==> src/design/cbs_defines.svh <==
// cbs_defines.svh: constants of the cpu bus request scheduler
// assumes it is included by cbs_pkg, the scheduler top and the test bench only
// Overview of operation
// a data operation beats a prefetch that is ready in the same slot
// a started prefetch cycle always completes before data goes out
// a write on a busy bus is posted and the execution side released
// one posted write only; a second write stalls until it drains
// data cycles follow any other cycle without idle clocks; here not after a coprocessor or byte cycle, which must end first
// coprocessor transfers start on its request, then run on our cycles
// coprocessor transfer beats data and prefetch when all ask at once
// each coprocessor operand transfer takes at least two bus cycles
// coprocessor cycles use the same handshake as ordinary cycles
// no data or prefetch cycle inside a coprocessor word transfer
// coprocessor side cycles are always full 16-bit words
// odd memory address splits into two byte cycles, three in total
// priority: lock, second half, hold, coprocessor, data, prefetch
// prefetch is requested when two or more queue bytes are empty
// an early data notice suppresses new prefetch requests
// reset empties the write slot, drops sequences, grants nothing
`ifndef CBS_DEFINES_SVH
`define CBS_DEFINES_SVH
`define CBS_ADDR_W 24
`define CBS_WORD_W 16
`define CBS_PF_DEPTH 8
`define CBS_PF_CNT_W 4
`define CBS_PF_MIN_EMPTY 3'h2
`define CBS_COP_PORT 24'h000100
`define CBS_BE_WORD 2'h3
`define CBS_BE_LO 2'h1
`define CBS_BE_HI 2'h2
`define CBS_ADDR_ONE 24'h000001
`define CBS_CP_CNT_SPLIT 2'h3
`define CBS_CP_CNT_WORD 2'h2
`endif

==> src/design/cbs_pkg.sv <==
// cbs_pkg: types shared by the scheduler and its bench
// assumes cbs_defines.svh is on the include path
package cbs_pkg;
`include "cbs_defines.svh"
   typedef logic [`CBS_ADDR_W-1:0] cbs_addr_t;
   typedef logic [`CBS_WORD_W-1:0] cbs_word_t;
   // one bus cycle as handed to the cycle generator
   typedef struct packed {
      cbs_addr_t addr;
      cbs_word_t wdata;
      logic write;
      logic io;
      logic coproc;
      logic [1:0] be;
      logic lock;
   } cbs_cycle_t;
   // execution side request
   typedef struct packed {
      cbs_addr_t addr;
      cbs_word_t data;
      logic write;
      logic io;
      logic lock;
   } cbs_xreq_t;
   typedef enum logic [1:0] {TG_PF, TG_EX, TG_CP} cbs_tag_t;
   typedef enum logic [1:0] {PT_WORD, PT_LO, PT_HI} cbs_part_t;
   // bookkeeping carried with a staged or running cycle
   typedef struct packed {
      cbs_tag_t tag;
      cbs_part_t part;
      logic last;
      logic unit;
      logic rd;
   } cbs_info_t;
   typedef enum logic [2:0] {
      SQ_IDLE, SQ_EX_HI, SQ_CP_RD_HI, SQ_CP_DEV_WR, SQ_CP_WR_LO, SQ_CP_WR_HI
   } cbs_seq_t;
endpackage

==> src/design/cbs_fifo.sv <==
// cbs_fifo: flip-flop fifo with valid and ready on both sides
// assumes one clock and an active low asynchronous reset
module cbs_fifo #(
   parameter int WIDTH = 16,
   parameter int DEPTH = 8
) (
   input wire logic clk_sys_i,
   input wire logic reset_n_i,
   input wire logic in_valid_i,
   output logic in_ready_o,
   input wire logic [WIDTH-1:0] in_data_i,
   output logic out_valid_o,
   input wire logic out_ready_i,
   output logic [WIDTH-1:0] out_data_o,
   output logic [$clog2(DEPTH+1)-1:0] count_o
);
   localparam int AW = $clog2(DEPTH);
   localparam int CW = $clog2(DEPTH+1);
   logic [WIDTH-1:0] mem_r [DEPTH];
   logic [AW-1:0] wr_ptr_r;
   logic [AW-1:0] rd_ptr_r;
   logic [CW-1:0] cnt_r;
   logic push;
   logic pop;

   // a full fifo refuses, an empty one offers nothing
   assign in_ready_o = cnt_r < CW'(DEPTH);
   assign out_valid_o = cnt_r != '0;
   assign out_data_o = mem_r[rd_ptr_r];
   assign count_o = cnt_r;
   assign push = in_valid_i && in_ready_o;
   assign pop = out_valid_o && out_ready_i;

   // storage needs no reset, the count guards it
   always_ff @(posedge clk_sys_i) begin
      if (push) begin
         mem_r[wr_ptr_r] <= in_data_i;
      end
   end

   // pointers wrap at depth, which need not be a power of two
   always_ff @(posedge clk_sys_i or negedge reset_n_i) begin
      if (!reset_n_i) begin
         wr_ptr_r <= '0;
         rd_ptr_r <= '0;
      end else begin
         if (push) begin
            wr_ptr_r <= (wr_ptr_r == AW'(DEPTH-1)) ? '0 : wr_ptr_r + 1'b1;
         end
         if (pop) begin
            rd_ptr_r <= (rd_ptr_r == AW'(DEPTH-1)) ? '0 : rd_ptr_r + 1'b1;
         end
      end
   end

   always_ff @(posedge clk_sys_i or negedge reset_n_i) begin
      if (!reset_n_i) begin
         cnt_r <= '0;
      end else begin
         cnt_r <= cnt_r + CW'(push) - CW'(pop);
      end
   end
endmodule

==> src/design/cbs_scheduler.sv <==
// cbs_scheduler: picks the next local bus cycle among coprocessor,
// execution side and prefetch requests; holds one posted write
// assumes a cycle generator that accepts one cycle at a time and
// pulses bus_done_i once at the end of every accepted cycle
`include "cbs_defines.svh"
module cbs_scheduler
   import cbs_pkg::*;
(
   input wire logic clk_sys_i,
   input wire logic reset_n_i,
   input wire logic exec_req_i,
   input wire cbs_xreq_t exec_cmd_i,
   input wire logic exec_soon_i,
   output logic exec_ack_o,
   output cbs_word_t exec_rdata_o,
   input wire logic [2:0] pf_empty_i,
   input wire cbs_addr_t pf_addr_i,
   output logic pf_ack_o,
   output logic pf_valid_o,
   input wire logic pf_ready_i,
   output cbs_word_t pf_data_o,
   input wire logic coproc_transfer_request_i,
   input wire logic coproc_to_mem_i,
   input wire cbs_addr_t coproc_addr_i,
   output logic coproc_ack_o,
   input wire logic hold_req_i,
   output logic hold_ack_o,
   output logic bus_req_o,
   output cbs_cycle_t bus_cmd_o,
   input wire logic bus_accept_i,
   input wire logic bus_done_i,
   input wire cbs_word_t bus_rdata_i
);
   logic breq_r;
   cbs_cycle_t bcmd_r;
   cbs_info_t s_info_r;
   cbs_info_t i_info_r;
   logic infl_r;
   logic ds_vld_r;
   logic ds_iss_r;
   cbs_xreq_t ds_r;
   logic cp_busy_r;
   cbs_addr_t cp_addr_r;
   cbs_word_t cp_data_r;
   cbs_seq_t seq_r;
   cbs_seq_t seq_nxt;
   logic wait_r;
   logic ex_ack_r;
   cbs_word_t ex_rdata_r;
   logic cp_ack_r;
   logic hold_ack_r;
   logic pf_ack_r;
   logic [1:0] pfo_r;
   logic [1:0] cp_cnt_r;
   logic [`CBS_PF_CNT_W-1:0] pf_cnt;
   logic fifo_in_rdy;
   logic stage_free;
   logic unit_busy;
   logic lock_can;
   logic ex_can;
   logic step_can;
   logic cop_can;
   logic pf_can;
   logic pf_room;
   logic ex_take;
   logic done_w;
   logic go_w;
   logic take_ds;
   logic take_cop;
   logic take_pf;
   cbs_cycle_t st_cmd;
   cbs_info_t st_info;
   cbs_cycle_t ex_cmd;
   cbs_info_t ex_info;
   cbs_seq_t ex_seq;
   cbs_cycle_t cp_cmd;
   cbs_info_t cp_info;
   cbs_seq_t cp_seq;
   cbs_cycle_t sp_cmd;
   cbs_info_t sp_info;
   cbs_seq_t sp_seq;
   cbs_word_t asm_base;
   cbs_word_t asm_w;

   function automatic cbs_cycle_t mk_cyc(
      input cbs_addr_t a,
      input cbs_word_t d,
      input logic w,
      input logic io,
      input logic cop,
      input logic [1:0] be,
      input logic lk
   );
      cbs_cycle_t c;
      c.addr = a;
      c.wdata = d;
      c.write = w;
      c.io = io;
      c.coproc = cop;
      c.be = be;
      c.lock = lk;
      return c;
   endfunction

   // candidate terms; a running unit shuts out every newcomer
   assign done_w = bus_done_i && infl_r;
   assign stage_free = (!breq_r || bus_accept_i) && !hold_ack_r;
   assign unit_busy = (seq_r != SQ_IDLE) || wait_r;
   assign ex_can = ds_vld_r && !ds_iss_r && !unit_busy;
   assign lock_can = ex_can && ds_r.lock;
   assign step_can = !wait_r && (seq_r != SQ_IDLE);
   assign cop_can = coproc_transfer_request_i && !cp_busy_r && !cp_ack_r
      && !unit_busy;
   assign pf_room = ({1'b0, pf_cnt} + {3'b000, pfo_r})
      < 5'(`CBS_PF_DEPTH);
   assign pf_can = (pf_empty_i >= `CBS_PF_MIN_EMPTY)
      && !exec_soon_i
      && fifo_in_rdy && pf_room && !unit_busy;
   assign ex_take = exec_req_i && !ds_vld_r && !ex_ack_r;

   // first cycle of an execution side transfer
   always_comb begin
      ex_seq = SQ_IDLE;
      if (ds_r.addr[0]) begin
         // odd word: low byte rides on the high lane first
         ex_cmd = mk_cyc(ds_r.addr, {ds_r.data[7:0], 8'h00}, ds_r.write,
            ds_r.io, 1'b0, `CBS_BE_HI, ds_r.lock);
         ex_info = '{TG_EX, PT_LO, 1'b0, 1'b1, !ds_r.write};
         ex_seq = SQ_EX_HI;
      end else begin
         ex_cmd = mk_cyc(ds_r.addr, ds_r.data, ds_r.write, ds_r.io, 1'b0,
            `CBS_BE_WORD, ds_r.lock);
         ex_info = '{TG_EX, PT_WORD, 1'b1, 1'b0, !ds_r.write};
      end
   end

   // first cycle of a coprocessor word transfer
   always_comb begin
      if (coproc_to_mem_i) begin
         cp_cmd = mk_cyc(`CBS_COP_PORT, 16'h0000, 1'b0, 1'b1, 1'b1,
            `CBS_BE_WORD, 1'b0);
         cp_info = '{TG_CP, PT_WORD, 1'b0, 1'b1, 1'b1};
         cp_seq = SQ_CP_WR_LO;
      end else if (coproc_addr_i[0]) begin
         cp_cmd = mk_cyc(coproc_addr_i, 16'h0000, 1'b0, 1'b0, 1'b1,
            `CBS_BE_HI, 1'b0);
         cp_info = '{TG_CP, PT_LO, 1'b0, 1'b1, 1'b1};
         cp_seq = SQ_CP_RD_HI;
      end else begin
         cp_cmd = mk_cyc(coproc_addr_i, 16'h0000, 1'b0, 1'b0, 1'b1,
            `CBS_BE_WORD, 1'b0);
         cp_info = '{TG_CP, PT_WORD, 1'b0, 1'b1, 1'b1};
         cp_seq = SQ_CP_DEV_WR;
      end
   end

   // following step of a running unit, each after the last one ended
   always_comb begin
      sp_cmd = mk_cyc(`CBS_COP_PORT, cp_data_r, 1'b1, 1'b1, 1'b1,
         `CBS_BE_WORD, 1'b0);
      sp_info = '{TG_CP, PT_WORD, 1'b1, 1'b1, 1'b0};
      sp_seq = SQ_IDLE;
      case (seq_r)
         SQ_EX_HI: begin
            sp_cmd = mk_cyc(ds_r.addr + `CBS_ADDR_ONE,
               {8'h00, ds_r.data[15:8]}, ds_r.write, ds_r.io, 1'b0,
               `CBS_BE_LO, ds_r.lock);
            sp_info = '{TG_EX, PT_HI, 1'b1, 1'b1, !ds_r.write};
         end
         SQ_CP_RD_HI: begin
            sp_cmd = mk_cyc(cp_addr_r + `CBS_ADDR_ONE, 16'h0000, 1'b0,
               1'b0, 1'b1, `CBS_BE_LO, 1'b0);
            sp_info = '{TG_CP, PT_HI, 1'b0, 1'b1, 1'b1};
            sp_seq = SQ_CP_DEV_WR;
         end
         SQ_CP_WR_LO: begin
            if (cp_addr_r[0]) begin
               sp_cmd = mk_cyc(cp_addr_r, {cp_data_r[7:0], 8'h00}, 1'b1,
                  1'b0, 1'b1, `CBS_BE_HI, 1'b0);
               sp_info = '{TG_CP, PT_LO, 1'b0, 1'b1, 1'b0};
               sp_seq = SQ_CP_WR_HI;
            end else begin
               sp_cmd = mk_cyc(cp_addr_r, cp_data_r, 1'b1, 1'b0, 1'b1,
                  `CBS_BE_WORD, 1'b0);
            end
         end
         SQ_CP_WR_HI: begin
            sp_cmd = mk_cyc(cp_addr_r + `CBS_ADDR_ONE,
               {8'h00, cp_data_r[15:8]}, 1'b1, 1'b0, 1'b1, `CBS_BE_LO,
               1'b0);
            sp_info = '{TG_CP, PT_HI, 1'b1, 1'b1, 1'b0};
         end
         default: begin
         end
      endcase
   end

   // priority chain; a pending hold stops lower grants so the bus drains
   always_comb begin
      go_w = 1'b0;
      take_ds = 1'b0;
      take_cop = 1'b0;
      take_pf = 1'b0;
      st_cmd = bcmd_r;
      st_info = s_info_r;
      seq_nxt = seq_r;
      if (!stage_free) begin
         go_w = 1'b0;
      end else if (lock_can) begin
         go_w = 1'b1;
         take_ds = 1'b1;
         st_cmd = ex_cmd;
         st_info = ex_info;
         seq_nxt = ex_seq;
      end else if (step_can) begin
         go_w = 1'b1;
         st_cmd = sp_cmd;
         st_info = sp_info;
         seq_nxt = sp_seq;
      end else if (hold_req_i) begin
         go_w = 1'b0;
      end else if (cop_can) begin
         go_w = 1'b1;
         take_cop = 1'b1;
         st_cmd = cp_cmd;
         st_info = cp_info;
         seq_nxt = cp_seq;
      end else if (ex_can) begin
         go_w = 1'b1;
         take_ds = 1'b1;
         st_cmd = ex_cmd;
         st_info = ex_info;
         seq_nxt = ex_seq;
      end else if (pf_can) begin
         go_w = 1'b1;
         take_pf = 1'b1;
         st_cmd = mk_cyc(pf_addr_i, 16'h0000, 1'b0, 1'b0, 1'b0,
            `CBS_BE_WORD, 1'b0);
         st_info = '{TG_PF, PT_WORD, 1'b1, 1'b0, 1'b1};
      end
   end

   // staged cycle held until the generator accepts it
   always_ff @(posedge clk_sys_i or negedge reset_n_i) begin
      if (!reset_n_i) begin
         breq_r <= 1'b0;
         bcmd_r <= '0;
         s_info_r <= '0;
      end else if (go_w) begin
         breq_r <= 1'b1;
         bcmd_r <= st_cmd;
         s_info_r <= st_info;
      end else if (bus_accept_i) begin
         breq_r <= 1'b0;
      end
   end

   // running cycle; a started prefetch is never withdrawn
   always_ff @(posedge clk_sys_i or negedge reset_n_i) begin
      if (!reset_n_i) begin
         infl_r <= 1'b0;
         i_info_r <= '0;
      end else if (bus_accept_i && breq_r) begin
         infl_r <= 1'b1;
         i_info_r <= s_info_r;
      end else if (bus_done_i) begin
         infl_r <= 1'b0;
      end
   end

   // unit sequencer; reset abandons whatever unit was running
   always_ff @(posedge clk_sys_i or negedge reset_n_i) begin
      if (!reset_n_i) begin
         seq_r <= SQ_IDLE;
         wait_r <= 1'b0;
      end else begin
         if (go_w) begin
            seq_r <= seq_nxt;
         end
         if (go_w && st_info.unit) begin
            wait_r <= 1'b1;
         end else if (done_w && i_info_r.unit) begin
            wait_r <= 1'b0;
         end
      end
   end

   // one write slot: taken writes are released at once
   always_ff @(posedge clk_sys_i or negedge reset_n_i) begin
      if (!reset_n_i) begin
         ds_vld_r <= 1'b0;
         ds_iss_r <= 1'b0;
         ds_r <= '0;
      end else if (ex_take) begin
         ds_vld_r <= 1'b1;
         ds_iss_r <= 1'b0;
         ds_r <= exec_cmd_i;
      end else begin
         if (take_ds) begin
            ds_iss_r <= 1'b1;
         end
         if (done_w && i_info_r.tag == TG_EX && i_info_r.last) begin
            ds_vld_r <= 1'b0;
            ds_iss_r <= 1'b0;
         end
      end
   end

   // read data merge; byte halves fill their own half of the word
   assign asm_base = (i_info_r.tag == TG_CP) ? cp_data_r : ex_rdata_r;
   always_comb begin
      case (i_info_r.part)
         PT_LO: asm_w = {asm_base[15:8], bus_rdata_i[15:8]};
         PT_HI: asm_w = {bus_rdata_i[7:0], asm_base[7:0]};
         default: asm_w = bus_rdata_i;
      endcase
   end

   // execution side answers: write on capture, read on last data
   always_ff @(posedge clk_sys_i or negedge reset_n_i) begin
      if (!reset_n_i) begin
         ex_ack_r <= 1'b0;
         ex_rdata_r <= '0;
      end else begin
         ex_ack_r <= (ex_take && exec_cmd_i.write)
            || (done_w && i_info_r.tag == TG_EX && i_info_r.last
            && i_info_r.rd);
         if (done_w && i_info_r.tag == TG_EX && i_info_r.rd) begin
            ex_rdata_r <= asm_w;
         end
      end
   end

   // coprocessor word: operand held between its memory and device cycles
   always_ff @(posedge clk_sys_i or negedge reset_n_i) begin
      if (!reset_n_i) begin
         cp_busy_r <= 1'b0;
         cp_ack_r <= 1'b0;
         cp_addr_r <= '0;
         cp_data_r <= '0;
      end else begin
         cp_ack_r <= done_w && i_info_r.tag == TG_CP && i_info_r.last;
         if (take_cop) begin
            cp_busy_r <= 1'b1;
            cp_addr_r <= coproc_addr_i;
         end else if (done_w && i_info_r.tag == TG_CP && i_info_r.last) begin
            cp_busy_r <= 1'b0;
         end
         if (done_w && i_info_r.tag == TG_CP && i_info_r.rd) begin
            cp_data_r <= asm_w;
         end
      end
   end

   // hold granted only on a quiet bus, kept while requested
   always_ff @(posedge clk_sys_i or negedge reset_n_i) begin
      if (!reset_n_i) begin
         hold_ack_r <= 1'b0;
      end else begin
         hold_ack_r <= hold_req_i && (hold_ack_r || (!unit_busy
            && !breq_r && !infl_r && !lock_can));
      end
   end

   // prefetches in flight reserve fifo room so a return never drops
   always_ff @(posedge clk_sys_i or negedge reset_n_i) begin
      if (!reset_n_i) begin
         pfo_r <= 2'h0;
         pf_ack_r <= 1'b0;
      end else begin
         pf_ack_r <= take_pf;
         pfo_r <= pfo_r + {1'b0, take_pf}
            - {1'b0, done_w && i_info_r.tag == TG_PF};
      end
   end

   // cycle count of a coprocessor word, watched by the checks below
   always_ff @(posedge clk_sys_i or negedge reset_n_i) begin
      if (!reset_n_i) begin
         cp_cnt_r <= 2'h0;
      end else if (take_cop) begin
         cp_cnt_r <= 2'h0;
      end else if (done_w && i_info_r.tag == TG_CP) begin
         cp_cnt_r <= cp_cnt_r + 2'h1;
      end
   end

   // prefetch words wait here until the prefetcher drains them
   cbs_fifo #(
      .WIDTH(`CBS_WORD_W),
      .DEPTH(`CBS_PF_DEPTH)
   ) u_pf_fifo (
      .clk_sys_i(clk_sys_i),
      .reset_n_i(reset_n_i),
      .in_valid_i(done_w && i_info_r.tag == TG_PF),
      .in_ready_o(fifo_in_rdy),
      .in_data_i(bus_rdata_i),
      .out_valid_o(pf_valid_o),
      .out_ready_i(pf_ready_i),
      .out_data_o(pf_data_o),
      .count_o(pf_cnt)
   );

   assign exec_ack_o = ex_ack_r;
   assign exec_rdata_o = ex_rdata_r;
   assign pf_ack_o = pf_ack_r;
   assign coproc_ack_o = cp_ack_r;
   assign hold_ack_o = hold_ack_r;
   assign bus_req_o = breq_r;
   assign bus_cmd_o = bcmd_r;
endmodule

==> config.mk <==
export PLATFORM = sky130hd
export DESIGN_NAME = cbs_scheduler
export DESIGN_NICKNAME = d
export VERILOG_FILES = /design/src/design/cbs_pkg.sv /design/src/design/cbs_fifo.sv /design/src/design/cbs_scheduler.sv
export VERILOG_INCLUDE_DIRS = /design/src /design/src/design
export SDC_FILE = /design/constraint.sdc
export NUM_CORES = 1
export LEC_CHECK = 0
export BUFFER_PORTS_ARGS = -buffer_cell sky130_fd_sc_hd__buf_2
export CELL_PAD_IN_SITES_DETAIL_PLACEMENT = 0
export CELL_PAD_IN_SITES_GLOBAL_PLACEMENT = 1
export CORE_MARGIN = 3
export CORE_UTILIZATION = 50
export CTS_CLUSTER_DIAMETER = 120
export DETAILED_ROUTE_END_ITERATION = 8
export PLACE_DENSITY = 0.88
export SKIP_CTS_REPAIR_TIMING = 1
export SYNTH_ARGS = -nofsm -noshare
export SYNTH_HDL_FRONTEND = slang
export SYNTH_SLANG_ARGS = --single-unit
==> constraint.sdc <==
create_clock -name clk_sys_i -period 4.55 [get_ports clk_sys_i]
set_clock_uncertainty 0.15 [all_clocks]
set_input_delay 0.91 -clock clk_sys_i [delete_from_list [all_inputs] [get_ports clk_sys_i]]
set_output_delay 0.91 -clock clk_sys_i [all_outputs]
set_load 0.02 [all_outputs]
==> impl_metrics.yaml <==
timing:
  hold_slack_ns: 0.3178
  fin_crit_sh_pct: 81.48
  max_freq_mhz: 269.7
  slew_headroom_pct: 27.28
  period_needed_ns: 3.707
  rsz0062_at_grt: "false"
  hold_viol: 0
  fin_setup_tns_ns: 0
  setup_viol: 0
  worstMarginPinSlew_ns: 1.091
  slew_violations: 0
floorplan:
  die_y_um: 183.5
  dieArea_mm2: 0.03366
  design.core.area_mm2: 0.03083
  row_count: 64
  die_w_um: 183.5
  start_util_pct: 51.07
  io_pins: 204
critical_path:
  end_kind: "output port"
  reg2reg_depth: 8
  arrival_ns: 2.65
  cp-start-kind: "flip-flop"
  criticalPathCategory: "flip-flop to output port"
  r2r_start: "u_pf_fifo.count_o[1]"
  worst-path-max-fanout: 19
  r2r-end: "bus_cmd_o[41]"
  rrSetupSlack_ns: 1.01
  worstPathRequired_ns: 3.49
hold_path:
  holdPathEnd: "bus_cmd_o[0]"
  whs_path_depth: 2
  hp-class: "flip-flop to flip-flop"
  worstHoldStart: "bus_cmd_o[0]"
clocking:
  clock_latency_ns: 0.52
  root_buffer: "clkbuf_16"
  clock_path_buffers: 3
  htreeDepth: 2
  clk_pin_slew_ns: 0.06
  tritoncts: "built"
  cts-buffers-inserted: 35
  clkSinkCount: 312
drt:
  wirelength_um: 44180
  dr.pass1.iters: 6
  routed_via_density: 6.229
  wire_per_inst_um: 23.41
  final_antenna_net_count: 0
  via_count: 11760
  remaining_drc_errors: 0
  drtIter0Drc: 1088
logic_synthesis:
  ys.flop_type: "dfrtp_1"
  syn_avg_cell_area_um2: 12.32
  synth_cells: 1278
  synth_top_area_cell: "dfrtp_1"
  synth.distinct_cells: 91
  synth_top_cells_by_area: "dfrtp_1 (29%), edfxtp_1 (24%), mux2_2 (10%), mux4_2 (4.6%), nand2_1 (1.8%)"
  synth_edf_count: 128
  yosysTopAreaCellShare_pct: 29.24
  ys_seq_elements: 312
  synth_nets: 1416
  synth-async-reset-ratio_pct: 58.97
  synth_warnings: 0
  synth_area_mm2: 0.01575
  yosysSeqAreaShare_pct: 53.66
power:
  irDropWorstVdd_uv: 292.3
  p_total_w: 0.007968
  power_frac_seq_pct: 44.7
  pwr-share-clk_pct: 34.6
  powerDensity_mw_per_mm2: 435.0
  switching_share_pct: 29.30
  static-leakage-power_nw: 7.763
  p_comb_share_pct: 20.7
  p_sw_w: 0.002334
  power.internal_w: 0.005633
finish:
  drive_gt1_share_pct: 33.29
  areaGrowthSynthToFinish_pct: 16.34
  fillers: 2485
  nets: 1602
run:
  maxCapViolCount: 0
outcome:
  status: "complete, no violations"
placement:
  place_congestion: 0.9412
  io_buffers: 202
  detailed_place_hpwl_um: 30650
global_route:
  grt_max_degree: 106
  grt_pass1_vias: 11550
  grt-ovfl-total: 0
  grt_pass1_wl_um: 68280
  grtUsageTotal_pct: 26.11
  grt_antenna_before_repair: 2
area by class of cell:
type | instances | area (µm²) | area share (%)
multi-input cells | 837 | 6763 | 36.92
clock inverters | 14 | 163.9 | 0.8948
repair buffers | 238 | 1315 | 7.179
clock buffers | 49 | 978.4 | 5.342
flip-flops and latches | 312 | 8449 | 46.13
inverters | 40 | 150.1 | 0.8197
diodes | 1 | 2.502 | 0.01366
well taps | 396 | 495.5 | 2.705
cells in the mapped netlist (12+ instances only):
master      n
clkbuf_1   47
buf_2      28
dfrtp_1   184
o21ai_0    46
o221ai_1   21
nor2_1     73
a21oi_1    48
nand4_1    16
mux2_2    145
ha_1       17
xnor2_1    15
mux2i_1    23
edfxtp_1  128
inv_1      38
nand2_1    77
a221oi_1   26
nor3_1     19
o21a_1     12
xor2_1     14
mux4_2     32
nand3_1    39
critical path, stage by stage, from the launching register on:
cell	delay [ns]
dfrtp_2	0.73
buf_4	0.36
mux4_2	0.54
mux2_2	0.31
buf_2	0.17
stage by stage:
step | utilization [%] | instance area (µm²) | setup slack [ns] | std cells
floorplan | - | 15750 | 1.066 | 1278
CTS | 59.41 | 18320 | 0.7785 | 1886
global route | 59.42 | 18320 | 0.6832 | 1887
finish | 59.42 | 18320 | 0.8426 | 1887
detailed placement | 55.70 | 17170 | 0.8457 | 1823
global placement | 55.70 | 17170 | 0.8948 | 1823
worst max path at each step:
stage	depth (start not counted)	startpoint	slack, ns	endpoint
finish	4	u_pf_fifo.rd_ptr_r[0]	0.84	pf_data_o[6]
global route	4	u_pf_fifo.rd_ptr_r[0]	0.68	pf_data_o[6]
CTS	4	u_pf_fifo.rd_ptr_r[0]	0.78	pf_data_o[6]
detailed placement	7	pf_empty_i[2]	0.85	bus_cmd_o[41]
global placement	7	pf_empty_i[2]	0.89	bus_cmd_o[43]
floorplan	4	bus_done_i	1.07	u_pf_fifo.mem_r[0][0]
layout by cell type, fill, tap and decap left out, types with 15 or more instances in the layout:
master / Yosys / routed
nand3_1: 39 / 39
o21ai_0: 46 / 46
nor2_1: 73 / 73
nand4_1: 16 / 16
o221ai_1: 21 / 21
nand2_1: 77 / 77
clkbuf_16: 0 / 35
buf_4: 3 / 34
dfrtp_1: 184 / 183
mux2i_1: 23 / 23
a221oi_1: 26 / 26
edfxtp_1: 128 / 128
mux2_2: 145 / 145
nor3_1: 19 / 17
ha_1: 17 / 17
buf_2: 28 / 201
a21oi_1: 48 / 48
xnor2_1: 15 / 15
inv_1: 38 / 38
mux4_2: 32 / 32
power by group through the flow:
stage | combinational [W] | clock, W | sequential, W
2_1_floorplan | 0.00132 | 0 | 0.00338
3_3_place_gp | 0.00161 | 0 | 0.00360
3_5_place_dp | 0.00165 | 0 | 0.00361
4_1_cts | 0.00166 | 0.00281 | 0.00356
5_1_grt | 0.00180 | 0.00293 | 0.00361
6_report | 0.00165 | 0.00276 | 0.00356
sequential cells by signal, indices dropped and copies added (netlist names), 4 cells and up:
name and flops:
bus_cmd_o 46, cp_addr_r 24, cp_data_r 16, ds_r 43, exec_rdata_o 16, i_info_r 7
s_info_r 7, u_pf_fifo.count_o 4, u_pf_fifo.mem_r 128
routing by layer:
metal | global-route usage, % | part of all wire (%) | vias to the layer above | wire length (µm)
li1 | - | - | 5294 | -
met1 | 37.29 | 42 | 5842 | 18580
met2 | 40.85 | 46 | 527 | 20540
met3 | 4.887 | 8.4 | 90 | 3722
met4 | 8.349 | 3.0 | 2 | 1331
met5 | 0 | 0.016 | - | 7
cell families after synthesis:
family / share of synthesized area, %
buffers and inverters: 3.568
AND/OR/NAND/NOR: 10.03
XOR/XNOR: 1.613
adder cells (fa/ha/maj): 1.478
multiplexers: 16.48
flip-flops: 53.66
AO/OA/AOI/OAI: 13.18
Power figures use the tool's default switching activity.
